==> src/design/ssdp_pkg.sv <==
// package: register map, field positions and timing constants for the serial block
package ssdp_pkg;

	// ==========================================
	// register offsets (byte addresses)
	localparam logic [11:0] OFS_CONTROL = 12'h000;
	localparam logic [11:0] OFS_STATUS = 12'h004;
	localparam logic [11:0] OFS_DATA = 12'h008;
	localparam logic [11:0] OFS_IRQ_STATUS = 12'h00C;
	localparam logic [11:0] OFS_IRQ_MASK = 12'h010;
	localparam logic [11:0] OFS_VECTOR_ACK = 12'h014;

	// ==========================================
	// serial_status fields
	localparam int STAT_DONE_BIT = 7;
	localparam int STAT_WRITE_COLLISION_FLAG_BIT = 6;
	localparam int STAT_DBL_BIT = 0;
	localparam logic [7:0] STATUS_RESET = 8'h00;

	// ==========================================
	// serial_control_reg fields
	localparam int CTL_IRQ_EN_BIT = 7;
	localparam int CTL_ENABLE_BIT = 6;
	localparam int CTL_LSB_FIRST_BIT = 5;
	localparam int CTL_MASTER_BIT = 4;
	localparam int CTL_CLOCK_POLARITY_SELECT_BIT = 3;
	localparam int CTL_CLOCK_PHASE_SELECT_BIT = 2;
	localparam int CTL_RATE_HI = 1;
	localparam int CTL_RATE_LO = 0;
	localparam logic [7:0] CONTROL_RESET = 8'h00;

	// ==========================================
	// interrupt status and mask fields
	localparam int IRQ_DONE_BIT = 0;
	localparam int IRQ_WRITE_COLLISION_FLAG_BIT = 1;
	localparam int IRQ_MODF_BIT = 2;
	localparam logic [2:0] IRQ_RESET = 3'h0;

	// ==========================================
	// timing: clock rate and shift clock divisors
	localparam int PCLK_PERIOD_NS = 4;
	localparam int MIN_DBL_SCK_PERIODS = 2;
	localparam int MIN_DBL_SCK_CYCLES = MIN_DBL_SCK_PERIODS;
	localparam int DIV_BASE = 4;

	// ==========================================
	// transfer state
	typedef enum logic [1:0] {
		XS_IDLE = 2'b00,
		XS_LEAD = 2'b01,
		XS_TRAIL = 2'b10
	} ssdp_xs_t;

endpackage

==> src/design/ssdp_core.sv <==
// serial peripheral status and data path with apb register access
//
// Added by the designer: the address map and register access over APB.
`timescale 1ns/1ns
module ssdp_core (
	input wire logic pclk,
	input wire logic presetn,
	input wire logic psel,
	input wire logic penable,
	input wire logic pwrite,
	input wire logic [11:0] paddr,
	input wire logic [31:0] pwdata,
	output logic [31:0] prdata,
	output logic pready,
	output logic pslverr,
	input wire logic global_irq_enable,
	output logic irq,
	input wire logic sck_in,
	output logic sck_out,
	output logic sck_oe,
	input wire logic mosi_in,
	output logic mosi_out,
	output logic mosi_oe,
	input wire logic miso_in,
	output logic miso_out,
	output logic miso_oe,
	input wire logic ss_n_in
);

	// ==========================================
	// pin synchronisers
	logic [2:0] sck_sync_reg;
	logic [1:0] ss_sync_reg, mosi_sync_reg, miso_sync_reg;
	always_ff @(posedge pclk or negedge presetn) begin
		if (!presetn) begin
			sck_sync_reg <= 3'h0;
			ss_sync_reg <= 2'h3;
			mosi_sync_reg <= 2'h0;
			miso_sync_reg <= 2'h0;
		end else begin
			sck_sync_reg <= {sck_sync_reg[1:0], sck_in};
			ss_sync_reg <= {ss_sync_reg[0], ss_n_in};
			mosi_sync_reg <= {mosi_sync_reg[0], mosi_in};
			miso_sync_reg <= {miso_sync_reg[0], miso_in};
		end
	end
	logic ss_n_s, sck_s, sck_prev;
	assign ss_n_s = ss_sync_reg[1];
	assign sck_s = sck_sync_reg[1];
	assign sck_prev = sck_sync_reg[2];

	// ==========================================
	// apb decode
	logic acc, wr, rd;
	assign acc = psel && penable;
	assign wr = acc && pwrite;
	assign rd = acc && !pwrite;
	assign pready = 1'b1;
	logic mapped;
	assign mapped = (paddr == ssdp_pkg::OFS_CONTROL) ||
		(paddr == ssdp_pkg::OFS_STATUS) || (paddr == ssdp_pkg::OFS_DATA) ||
		(paddr == ssdp_pkg::OFS_IRQ_STATUS) ||
		(paddr == ssdp_pkg::OFS_IRQ_MASK) ||
		(paddr == ssdp_pkg::OFS_VECTOR_ACK);
	assign pslverr = acc && !mapped;
	logic data_acc, stat_rd, data_wr, ctl_wr;
	assign data_acc = acc && (paddr == ssdp_pkg::OFS_DATA);
	assign data_wr = data_acc && pwrite;
	assign stat_rd = rd && (paddr == ssdp_pkg::OFS_STATUS);
	assign ctl_wr = wr && (paddr == ssdp_pkg::OFS_CONTROL);

	// ==========================================
	// state
	logic [7:0] ctl_reg, ctl_next;
	logic done_reg, done_next, write_collision_flag_reg, write_collision_flag_next, dbl_reg, dbl_next;
	logic armed_reg, armed_next;
	logic [2:0] irqs_reg, irqs_next, mask_reg, mask_next;
	logic [7:0] shift_reg, shift_next, rxbuf_reg, rxbuf_next;
	logic [3:0] cnt_reg, cnt_next;
	logic [6:0] div_reg, div_next;
	ssdp_pkg::ssdp_xs_t st_reg, st_next;
	logic sck_reg, sck_next, dout_reg, dout_next, sin_reg, sin_next;
	logic [31:0] prdata_reg, prdata_next;

	logic master, clock_polarity_select, clock_phase_select, lsbf, en;
	assign master = ctl_reg[ssdp_pkg::CTL_MASTER_BIT];
	assign clock_polarity_select = ctl_reg[ssdp_pkg::CTL_CLOCK_POLARITY_SELECT_BIT];
	assign clock_phase_select = ctl_reg[ssdp_pkg::CTL_CLOCK_PHASE_SELECT_BIT];
	assign lsbf = ctl_reg[ssdp_pkg::CTL_LSB_FIRST_BIT];
	assign en = ctl_reg[ssdp_pkg::CTL_ENABLE_BIT];

	// half period in pclk cycles; double speed halves it
	logic [6:0] half;
	always_comb begin
		case (ctl_reg[ssdp_pkg::CTL_RATE_HI:ssdp_pkg::CTL_RATE_LO])
			2'h0: half = 7'h02;
			2'h1: half = 7'h08;
			2'h2: half = 7'h20;
			default: half = 7'h40;
		endcase
		if (dbl_reg)
			half = half >> 1;
		if (half == 7'h00)
			half = 7'h01;
	end

	// slave edges from sampled clock
	logic s_rise, s_fall, s_lead, s_trail;
	assign s_rise = sck_s && !sck_prev;
	assign s_fall = !sck_s && sck_prev;
	assign s_lead = clock_polarity_select ? s_fall : s_rise;
	assign s_trail = clock_polarity_select ? s_rise : s_fall;
	logic slave_sel;
	assign slave_sel = en && !master && !ss_n_s;
	logic modf;
	assign modf = en && master && !ss_n_s;

	logic busy;
	assign busy = (st_reg != ssdp_pkg::XS_IDLE);
	logic in_bit, out_bit;
	assign in_bit = master ? miso_sync_reg[1] : mosi_sync_reg[1];
	assign out_bit = lsbf ? shift_reg[0] : shift_reg[7];

	logic finish;
	// ==========================================
	// transfer engine
	always_comb begin
		st_next = st_reg;
		shift_next = shift_reg;
		cnt_next = cnt_reg;
		div_next = div_reg;
		sck_next = sck_reg;
		dout_next = dout_reg;
		sin_next = sin_reg;
		rxbuf_next = rxbuf_reg;
		finish = 1'b0;
		if (!en || modf) begin
			st_next = ssdp_pkg::XS_IDLE;
			sck_next = clock_polarity_select;
		end else if (master) begin
			case (st_reg)
				ssdp_pkg::XS_IDLE: begin
					sck_next = clock_polarity_select;
					if (data_wr) begin
						shift_next = pwdata[7:0];
						cnt_next = 4'h0;
						div_next = half;
						dout_next = lsbf ? pwdata[0] : pwdata[7];
						st_next = ssdp_pkg::XS_LEAD;
					end
				end
				ssdp_pkg::XS_LEAD: begin
					if (div_reg > 7'h01) begin
						div_next = div_reg - 7'h01;
					end else begin
						div_next = half;
						sck_next = !sck_reg;
						// phase 0 samples leading; phase 1 drives it
						if (clock_phase_select)
							dout_next = out_bit;
						else
							sin_next = in_bit;
						st_next = ssdp_pkg::XS_TRAIL;
					end
				end
				ssdp_pkg::XS_TRAIL: begin
					if (div_reg > 7'h01) begin
						div_next = div_reg - 7'h01;
					end else begin
						div_next = half;
						sck_next = !sck_reg;
						st_next = ssdp_pkg::XS_LEAD;
						shift_next = lsbf ? {(clock_phase_select ? in_bit : sin_reg),
							shift_reg[7:1]} : {shift_reg[6:0],
							(clock_phase_select ? in_bit : sin_reg)};
						if (!clock_phase_select)
							dout_next = lsbf ? shift_reg[1] : shift_reg[6];
						cnt_next = cnt_reg + 4'h1;
						if (cnt_reg == 4'h7) begin
							finish = 1'b1;
							st_next = ssdp_pkg::XS_IDLE;
						end
					end
				end
				default: st_next = ssdp_pkg::XS_IDLE;
			endcase
		end else begin
			// slave: external clock, limited to a quarter of pclk
			sck_next = clock_polarity_select;
			if (!slave_sel) begin
				st_next = ssdp_pkg::XS_IDLE;
				cnt_next = 4'h0;
				if (data_wr && !busy)
					shift_next = pwdata[7:0];
				dout_next = lsbf ? shift_next[0] : shift_next[7];
			end else begin
				if (!busy)
					st_next = ssdp_pkg::XS_LEAD;
				if (s_lead) begin
					if (clock_phase_select)
						dout_next = out_bit;
					else
						sin_next = in_bit;
				end
				if (s_trail) begin
					shift_next = lsbf ? {(clock_phase_select ? in_bit : sin_reg),
						shift_reg[7:1]} : {shift_reg[6:0],
						(clock_phase_select ? in_bit : sin_reg)};
					if (!clock_phase_select)
						dout_next = lsbf ? shift_reg[1] : shift_reg[6];
					cnt_next = cnt_reg + 4'h1;
					if (cnt_reg == 4'h7) begin
						finish = 1'b1;
						cnt_next = 4'h0;
					end
				end
			end
		end
		if (finish)
			rxbuf_next = shift_next;
	end

	// ==========================================
	// flags and registers
	logic vec_ack;
	assign vec_ack = wr && (paddr == ssdp_pkg::OFS_VECTOR_ACK);
	always_comb begin
		ctl_next = ctl_reg;
		dbl_next = dbl_reg;
		mask_next = mask_reg;
		done_next = done_reg;
		write_collision_flag_next = write_collision_flag_reg;
		armed_next = armed_reg;
		if (ctl_wr)
			ctl_next = pwdata[7:0];
		if (wr && paddr == ssdp_pkg::OFS_STATUS)
			dbl_next = pwdata[ssdp_pkg::STAT_DBL_BIT];
		if (wr && paddr == ssdp_pkg::OFS_IRQ_MASK)
			mask_next = pwdata[2:0];
		if (stat_rd && (done_reg || write_collision_flag_reg))
			armed_next = 1'b1;
		if (data_acc && armed_reg) begin
			done_next = 1'b0;
			write_collision_flag_next = 1'b0;
			armed_next = 1'b0;
		end
		if (vec_ack)
			done_next = 1'b0;
		// sets win over clears
		if (finish || modf)
			done_next = 1'b1;
		if (data_wr && busy)
			write_collision_flag_next = 1'b1;
		irqs_next = irqs_reg;
		if (wr && paddr == ssdp_pkg::OFS_IRQ_STATUS)
			irqs_next = irqs_reg & ~pwdata[2:0];
		if (finish)
			irqs_next[ssdp_pkg::IRQ_DONE_BIT] = 1'b1;
		if (data_wr && busy)
			irqs_next[ssdp_pkg::IRQ_WRITE_COLLISION_FLAG_BIT] = 1'b1;
		if (modf)
			irqs_next[ssdp_pkg::IRQ_MODF_BIT] = 1'b1;
		prdata_next = 32'h0;
		if (rd) begin
			case (paddr)
				ssdp_pkg::OFS_CONTROL: prdata_next = {24'h0, ctl_reg};
				// reserved status bits read zero
				ssdp_pkg::OFS_STATUS: prdata_next = {24'h0, done_reg,
					write_collision_flag_reg, 5'h00, dbl_reg};
				ssdp_pkg::OFS_DATA: prdata_next = {24'h0, rxbuf_next};
				ssdp_pkg::OFS_IRQ_STATUS: prdata_next = {29'h0, irqs_reg};
				ssdp_pkg::OFS_IRQ_MASK: prdata_next = {29'h0, mask_reg};
				default: prdata_next = 32'h0;
			endcase
		end
	end
	assign prdata = (rd && paddr == ssdp_pkg::OFS_DATA) ?
		{24'h0, rxbuf_reg} : prdata_comb(rd, prdata_next);
	function automatic logic [31:0] prdata_comb(input logic r,
		input logic [31:0] v);
		prdata_comb = r ? v : 32'h0;
	endfunction

	always_ff @(posedge pclk or negedge presetn) begin
		if (!presetn) begin
			ctl_reg <= ssdp_pkg::CONTROL_RESET;
			dbl_reg <= 1'b0;
			done_reg <= 1'b0;
			write_collision_flag_reg <= 1'b0;
			armed_reg <= 1'b0;
			irqs_reg <= ssdp_pkg::IRQ_RESET;
			mask_reg <= ssdp_pkg::IRQ_RESET;
			st_reg <= ssdp_pkg::XS_IDLE;
			shift_reg <= 8'h00;
			rxbuf_reg <= 8'h00;
			cnt_reg <= 4'h0;
			div_reg <= 7'h00;
			sck_reg <= 1'b0;
			dout_reg <= 1'b0;
			sin_reg <= 1'b0;
		end else begin
			ctl_reg <= ctl_next;
			dbl_reg <= dbl_next;
			done_reg <= done_next;
			write_collision_flag_reg <= write_collision_flag_next;
			armed_reg <= armed_next;
			irqs_reg <= irqs_next;
			mask_reg <= mask_next;
			st_reg <= st_next;
			shift_reg <= shift_next;
			rxbuf_reg <= rxbuf_next;
			cnt_reg <= cnt_next;
			div_reg <= div_next;
			sck_reg <= sck_next;
			dout_reg <= dout_next;
			sin_reg <= sin_next;
		end
	end

	// ==========================================
	// outputs
	assign irq = (|(irqs_reg & mask_reg)) || (done_reg && global_irq_enable
		&& ctl_reg[ssdp_pkg::CTL_IRQ_EN_BIT]);
	assign sck_out = sck_reg;
	assign sck_oe = en && master && !modf;
	assign mosi_out = dout_reg;
	assign mosi_oe = en && master && !modf;
	assign miso_out = dout_reg;
	assign miso_oe = slave_sel;

	// ==========================================
	// assertions
	a_done_on_finish: assert property (@(posedge pclk) disable iff (!presetn)
		finish |=> done_reg) else $error("done flag not set");
	a_irq_follows_done: assert property (@(posedge pclk)
		disable iff (!presetn) (done_reg && global_irq_enable &&
		ctl_reg[ssdp_pkg::CTL_IRQ_EN_BIT]) |-> irq)
		else $error("irq missing");
	a_modf_sets_done: assert property (@(posedge pclk) disable iff (!presetn)
		modf |=> done_reg) else $error("select low no flag");
	a_vector_clears: assert property (@(posedge pclk) disable iff (!presetn)
		(vec_ack && !finish && !modf) |=> !done_reg)
		else $error("vector ack no clear");
	a_seq_clear: assert property (@(posedge pclk) disable iff (!presetn)
		(data_acc && armed_reg && !finish && !modf && !(data_wr && busy))
		|=> !done_reg && !write_collision_flag_reg) else $error("clear seq failed");
	a_write_collision_flag_set: assert property (@(posedge pclk) disable iff (!presetn)
		(data_wr && busy) |=> write_collision_flag_reg) else $error("no collision");
	a_reserved_zero: assert property (@(posedge pclk) disable iff (!presetn)
		(rd && paddr == ssdp_pkg::OFS_STATUS) |-> prdata[5:1] == 5'h00)
		else $error("reserved bits nonzero");
	a_write_collision_flag_keeps: assert property (@(posedge pclk) disable iff (!presetn)
		(data_wr && busy && master && div_reg > 7'h01) |=>
		shift_reg == $past(shift_reg)) else $error("shift disturbed");
	a_dbl_min: assert property (@(posedge pclk) disable iff (!presetn)
		(master && busy && $changed(sck_reg)) |-> div_reg == half &&
		half != 7'h00) else $error("sck too fast");
	a_start_xfer: assert property (@(posedge pclk) disable iff (!presetn)
		(data_wr && !busy && en && master && !modf) |=>
		st_reg == ssdp_pkg::XS_LEAD) else $error("no start");
	c_master_done: cover property (@(posedge pclk) finish && master);
	c_slave_done: cover property (@(posedge pclk) finish && !master);
	c_collision: cover property (@(posedge pclk) data_wr && busy);
	c_modf: cover property (@(posedge pclk) modf);

endmodule // ssdp_core

==> config.mk <==
export PLATFORM = sky130hd
export DESIGN_NAME = ssdp_core
export DESIGN_NICKNAME = d
export VERILOG_FILES = /design/src/design/ssdp_pkg.sv /design/src/design/ssdp_core.sv
export SDC_FILE = /design/constraint.sdc
export NUM_CORES = 1
export LEC_CHECK = 0
export BUFFER_PORTS_ARGS = -buffer_cell sky130_fd_sc_hd__buf_2
export CELL_PAD_IN_SITES_DETAIL_PLACEMENT = 0
export CELL_PAD_IN_SITES_GLOBAL_PLACEMENT = 1
export CORE_MARGIN = 1
export CORE_UTILIZATION = 44
export DETAILED_ROUTE_END_ITERATION = 8
export PLACE_DENSITY = 0.95
export SLEW_MARGIN = 20
export SYNTH_ARGS = -nofsm -noshare
export SYNTH_HDL_FRONTEND = slang
export SYNTH_SLANG_ARGS = --single-unit
==> constraint.sdc <==
create_clock -name pclk -period 7 [get_ports pclk]
set_input_delay 0.35 -clock pclk [delete_from_list [all_inputs] [get_ports pclk]]
set_output_delay 0.35 -clock pclk [all_outputs]
set_load 0.05 [all_outputs]
=== After elaboration in Yosys (flattened, before gate mapping) ===
Index checks and enable logic that the tools add are counted.

* Reductions and logical operators: 67
* $add $sub $neg: 2
* Bitwise operators: 4
* Equality and inequality tests: 26
* Multiplexer cells: 81
* $lt $le $gt $ge: 1

{| class="wikitable"
|+ Operator list
! kind !! count
|-
| $mux 8 || 9
|-
| $mux 32 || 2
|-
| $mux 1 || 44
|-
| $pmux 8 s5 || 1
|-
| $mux 7 || 4
|-
| $logic_and 1x1->1 || 26
|-
| $eq 12x4->1 const B || 2
|-
| $eq 12x5->1 const B || 2
|-
| $mux 4 || 6
|-
| $pmux 7 s3 || 1
|-
| $reduce_bool 2->1 || 9
|-
| $ne 4x4->1 const B || 4
|-
| $pmux 8 s2 || 1
|-
| $mux 2 || 7
|-
| $pmux 7 s2 || 1
|-
| $eq 12x3->1 const B || 1
|-
| $logic_not 12->1 || 1
|-
| $ne 3x3->1 const B || 4
|-
| $logic_not 1->1 || 10
|-
| $reduce_and 5->1 || 2
|-
| $logic_or 1x1->1 || 9
|-
| $pmux 4 s2 || 1
|-
| $reduce_and 4->1 || 2
|-
| $gt 7x1->1 const B || 1
|-
| 25 further kinds || 31
|}

* Bits of input ports: 54
* Bits in registers: 59
* Word-level logic and storage cells: 202
* Output and inout port bits: 41

=== Logic depth before layout (Yosys ltp) ===
* Depth in word-level cells: 12
* Gate-level depth with buffers: 10
* Mapped depth without buffers: 8

=== Least setup slack after synthesis ===
OpenSTA, ideal clock, no wires.

* Path type: input port to output port
* From: input paddr[9]
* To: output prdata[3]
* Path slack: 4.481 ns
* Stages: 4
* Data arrival time: 2.169 ns
* Required time: 6.650 ns
* Path through: nor4_1 -> nand3_1 -> or4_1 -> nor2_1

* Word-level cells in the longest chain between the ends: 12

{| class="wikitable"
|+ RTL lines
! item !! line !! source
|-
| start, declared || ssdp_core.sv:11 || <nowiki>input wire logic [11:0] paddr,</nowiki>
|-
| $eq 12x4->1 || ssdp_core.sv:67, ssdp_core.sv:265, ssdp_core.sv:277 ||
|-
| $logic_and 1x1->1 || ssdp_core.sv:67 || <nowiki>assign data_acc = acc && (paddr == ssdp_pkg::OFS_DATA);</nowiki>
|-
| $logic_and 1x1->1 || ssdp_core.sv:68 || <nowiki>assign data_wr = data_acc && pwrite;</nowiki>
|-
| $logic_and 1x1->1 || ssdp_core.sv:193 || <nowiki>if (data_wr && !busy)</nowiki>
|-
| $mux 8 || ssdp_core.sv:193 ||
|-
| $mux 8 || ssdp_core.sv:190 || <nowiki>if (!slave_sel) begin</nowiki>
|-
| $mux 8 || ssdp_core.sv:140 || <nowiki>end else if (master) begin</nowiki>
|-
| $mux 8 || ssdp_core.sv:137 || <nowiki>if (!en || modf) begin</nowiki>
|-
| $mux 8 || ssdp_core.sv:219 || <nowiki>if (finish)</nowiki>
|-
| $pmux 8 s5 || ssdp_core.sv:265 || <nowiki>case (paddr)</nowiki>
|-
| $mux 32 || ssdp_core.sv:281 || <nowiki>prdata_comb = r ? v : 32'h0;</nowiki>
|-
| $mux 32 * || ssdp_core.sv:277 || <nowiki>assign prdata = (rd && paddr == ssdp_pkg::OFS_DATA) ?</nowiki>
|-
| end, declared || ssdp_core.sv:13 || <nowiki>output logic [31:0] prdata,</nowiki>
|}

Mark *: on every way between the ends. The rest lies on a longest branch, timed or not.

=== Worst setup path after layout ===
* From: register ctl_reg[6]
* To: register rxbuf_reg[6]

* Word-level cells in the longest chain between the ends: 6

{| class="wikitable"
|+ RTL lines
! item !! line !! source
|-
| start, declared || ssdp_core.sv:74 || <nowiki>logic [7:0] ctl_reg, ctl_next;</nowiki>
|-
| start signal, assigned || ssdp_core.sv:286 || <nowiki>ctl_reg <= ssdp_pkg::CONTROL_RESET;</nowiki>
|-
| start signal, assigned || ssdp_core.sv:302 || <nowiki>ctl_reg <= ctl_next;</nowiki>
|-
| $logic_and 1x1->1 (2 in series) || ssdp_core.sv:114 || <nowiki>assign slave_sel = en && !master && !ss_n_s;</nowiki>
|-
| $mux 8 / $mux 1 (equally long branches) || ssdp_core.sv:190 ||
|-
| $mux 8 / $mux 1 (equally long branches) || ssdp_core.sv:140 ||
|-
| $mux 8 / $mux 1 (equally long branches) || ssdp_core.sv:137 ||
|-
| $mux 8 * || ssdp_core.sv:219 ||
|-
| via rxbuf_next[6] || ssdp_core.sv:78 || <nowiki>logic [7:0] shift_reg, shift_next, rxbuf_reg, rxbuf_next;</nowiki>
|-
| end signal, assigned || ssdp_core.sv:311 || <nowiki>rxbuf_reg <= rxbuf_next;</nowiki>
|-
| end, declared || ssdp_core.sv:78 ||
|}

Mark *: on every way through the listed nets, which the timed path passes. The rest lies on a longest branch.
A chain may end at the register's enable or synchronous reset.

==> flow_summary.json <==
{
  "ioPinCount": 95,
  "avgSynthCellArea_um2": 9.04,
  "crit_start": "ctl_reg[6]",
  "min_path_type": "primary input to flip-flop",
  "cts_tree": "done",
  "critical_path_class": "flip-flop to flip-flop",
  "clkLatencyLatePin_ns": 0.35,
  "die_y_um": 96.5,
  "grt_pass1_wl_um": 16000,
  "cp.required_ns": 7.23,
  "core_area_um2": 8680,
  "ys_seq_area_frac": 0.376,
  "post-place-ws_ns": 4.05,
  "cts.hold.buffers_added": 0,
  "yosysTopAreaCellShare": 0.363,
  "timing.final.crit_share": 0.438,
  "via_count": 3462,
  "post_drt_wl_per_cell_um": 16.8,
  "worstHoldStart": "ss_n_in",
  "rows": 34,
  "fill_cells": 826,
  "die_w_um": 96.5,
  "max-slew-margin-rel": 0.366,
  "total_power_uw": 775,
  "start_util": 0.453,
  "rr_worst_depth": 5,
  "p_leak_nw": 1.91,
  "vias_per_cell": 5.93,
  "synthFlopType": "dfrtp_1",
  "crit_fanout": 17,
  "reg2reg_from": "ctl_reg[6]",
  "io_buffers": 45,
  "cts_resized": 0,
  "antennaDiodeCount": 0,
  "cts.sinks": 59,
  "yosys.area.top_type": "dfrtp_1",
  "ctsRootBufferMaster": "clkbuf_8",
  "syn_area_um2": 3930,
  "synth-edff-count": 0,
  "fmax_mhz": 326,
  "drive_gt1_frac": 0.216,
  "die_area_um2": 9320,
  "cap_violations": 0,
  "antenna_found_initial": 0,
  "hold_viol": 0,
  "synth_cell_type_count": 69,
  "dr.pass1.iters": 4,
  "cts.path.max_buffers": 2,
  "totalNegativeSetupSlack_ns": 0,
  "cts_setup_buffers": 0,
  "rrSetupSlack_ns": 3.94,
  "synthCells": 435,
  "multi_input_area_um2": 2190,
  "end_kind": "flip-flop",
  "yosys-top-cells-area": "dfrtp_1 (36%), mux2_2 (6.3%), buf_4 (5.2%)",
  "hold-path-cell-count": 1,
  "cts_max_level": 3,
  "grt_pass1_vias": 3206,
  "setup_viol": 0,
  "gr-total-overflow": 0,
  "drt_iter0_markers": 227,
  "syn2layout_area_growth_pct": 9.83,
  "grt_max_degree": 60,
  "final_cell_mix": "dfrtp_1 (57), buf_2 (45), nand2_1 (38), nor2_1 (38)",
  "synthArstFlopShare": 1.00,
  "start_kind": "flip-flop",
  "rsz0062_at_grt": "false",
  "reg2reg_to": "rxbuf_reg[6]",
  "powerDensity_nw_per_um2": 179,
  "gp_congestion": 0.928,
  "slew_violations": 0,
  "ys_ff_latch": 59,
  "hold_end": "ss_sync_reg[0]",
  "critPathArrivalTime_ns": 3.30,
  "worst_pin_slew_ns": 0.927,
  "cts_buffers": 9,
  "dp_hpwl_um": 7060,
  "vdd_ir_drop_max_mv": 0.117,
  "fin_crit_ns": 3.06,
  "clock_skew_ns": 0.00992,
  "yosysWarnings": 0,
  "remaining_drc_errors": 0,
  "route.antenna.remaining_nets": 0,
  "status": "complete, no violations",
  "final_nets": 533,
  "wirelength_um": 9790,
  "fin_ws_ns": 3.94,
  "clkTransAtPathRegs_ns": 0.07,
  "grt_use_total": 0.229,
  "register_area_um2": 1480,
  "layout_commonest_cell": "dfrtp_1"
}
synth_stat cells, types with 3 or more instances:
| master | n |
|---|---|
| a32o_1 | 3 |
| a31oi_1 | 9 |
| nand4_1 | 4 |
| clkbuf_1 | 9 |
| mux2i_1 | 13 |
| a211oi_1 | 4 |
| nand3_1 | 10 |
| nor3_1 | 22 |
| buf_4 | 27 |
| mux2_2 | 22 |
| a221oi_1 | 6 |
| o21ai_0 | 25 |
| a22o_1 | 7 |
| inv_1 | 15 |
| nand2_1 | 38 |
| nor2_1 | 38 |
| nor2b_1 | 5 |
| nor4_1 | 6 |
| a22oi_1 | 5 |
| a21oi_1 | 23 |
| nand2b_1 | 3 |
| and3_1 | 6 |
| ha_1 | 8 |
| buf_2 | 4 |
| a21o_2 | 3 |
| dfrtp_1 | 57 |
| o22a_1 | 4 |
| and2_1 | 5 |
worst max path at each step:
stage                              end  slack, ns
final                     rxbuf_reg[6]       3.94
after CTS                 rxbuf_reg[6]       4.02
after floorplan              prdata[3]       4.48
after detailed placement     prdata[0]       4.05
after global routing      rxbuf_reg[2]       3.75
after global placement    rxbuf_reg[6]       4.06
worst max-delay path, stage by stage, from the launching register on:
cell     delay, ns
dfrtp_1       0.63
nor2b_1       0.50
nand2_1       0.39
o22ai_4       0.39
and3_1        0.66
mux2_4        0.36
cell type report:
type,instances,share of cell area
clock buffers,12,0.0359
clock inverters,4,0.0168
inverters,15,0.0130
multi-input cells,340,0.507
flip-flops and latches,59,0.342
well taps,108,0.0313
repair buffers,46,0.0539
where the power goes:
part | switching (mW) | internal (mW)
combinational | 0.0541 | 0.0129
clock | 0.141 | 0.219
sequential | 0.00283 | 0.344
layer usage:
layer	GRT usage	vias up	part of all wire
met4	0.0882	0	0.020
met5	0	-	0
met3	0.0509	18	0.052
li1	-	1633	-
met2	0.363	123	0.48
met1	0.304	1688	0.45
through the flow:
stage / area [um^2] / cells / util / hold WS, ns
2_1_floorplan: 4020 / 458 / - / 0.0544
3_3_place_gp: 4090 / 568 / 0.471 / 0.333
3_5_place_dp: 4090 / 568 / 0.471 / 0.335
4_1_cts: 4320 / 584 / 0.498 / 0.0854
5_1_grt: 4320 / 584 / 0.498 / 0.0868
6_report: 4320 / 584 / 0.498 / 0.103
kinds of logic (layout without fill, tap and decap cells):
| group | count (synthesis) | after routing | share of synthesized area |
|---|---|---|---|
| AOI/OAI and AO/OA | 116 | 116 | 0.206 |
| and+or+nand+nor | 153 | 153 | 0.197 |
| DFF | 59 | 59 | 0.376 |
| muxes | 36 | 36 | 0.0999 |
| other | 2 | 25 | 0.00191 |
| xor gates and xnor gates | 2 | 2 | 0.00446 |
| adders and majority gates | 8 | 8 | 0.0255 |
| buffers and inverters | 59 | 77 | 0.0894 |
No activity file was read; power rests on OpenSTA's default activity.
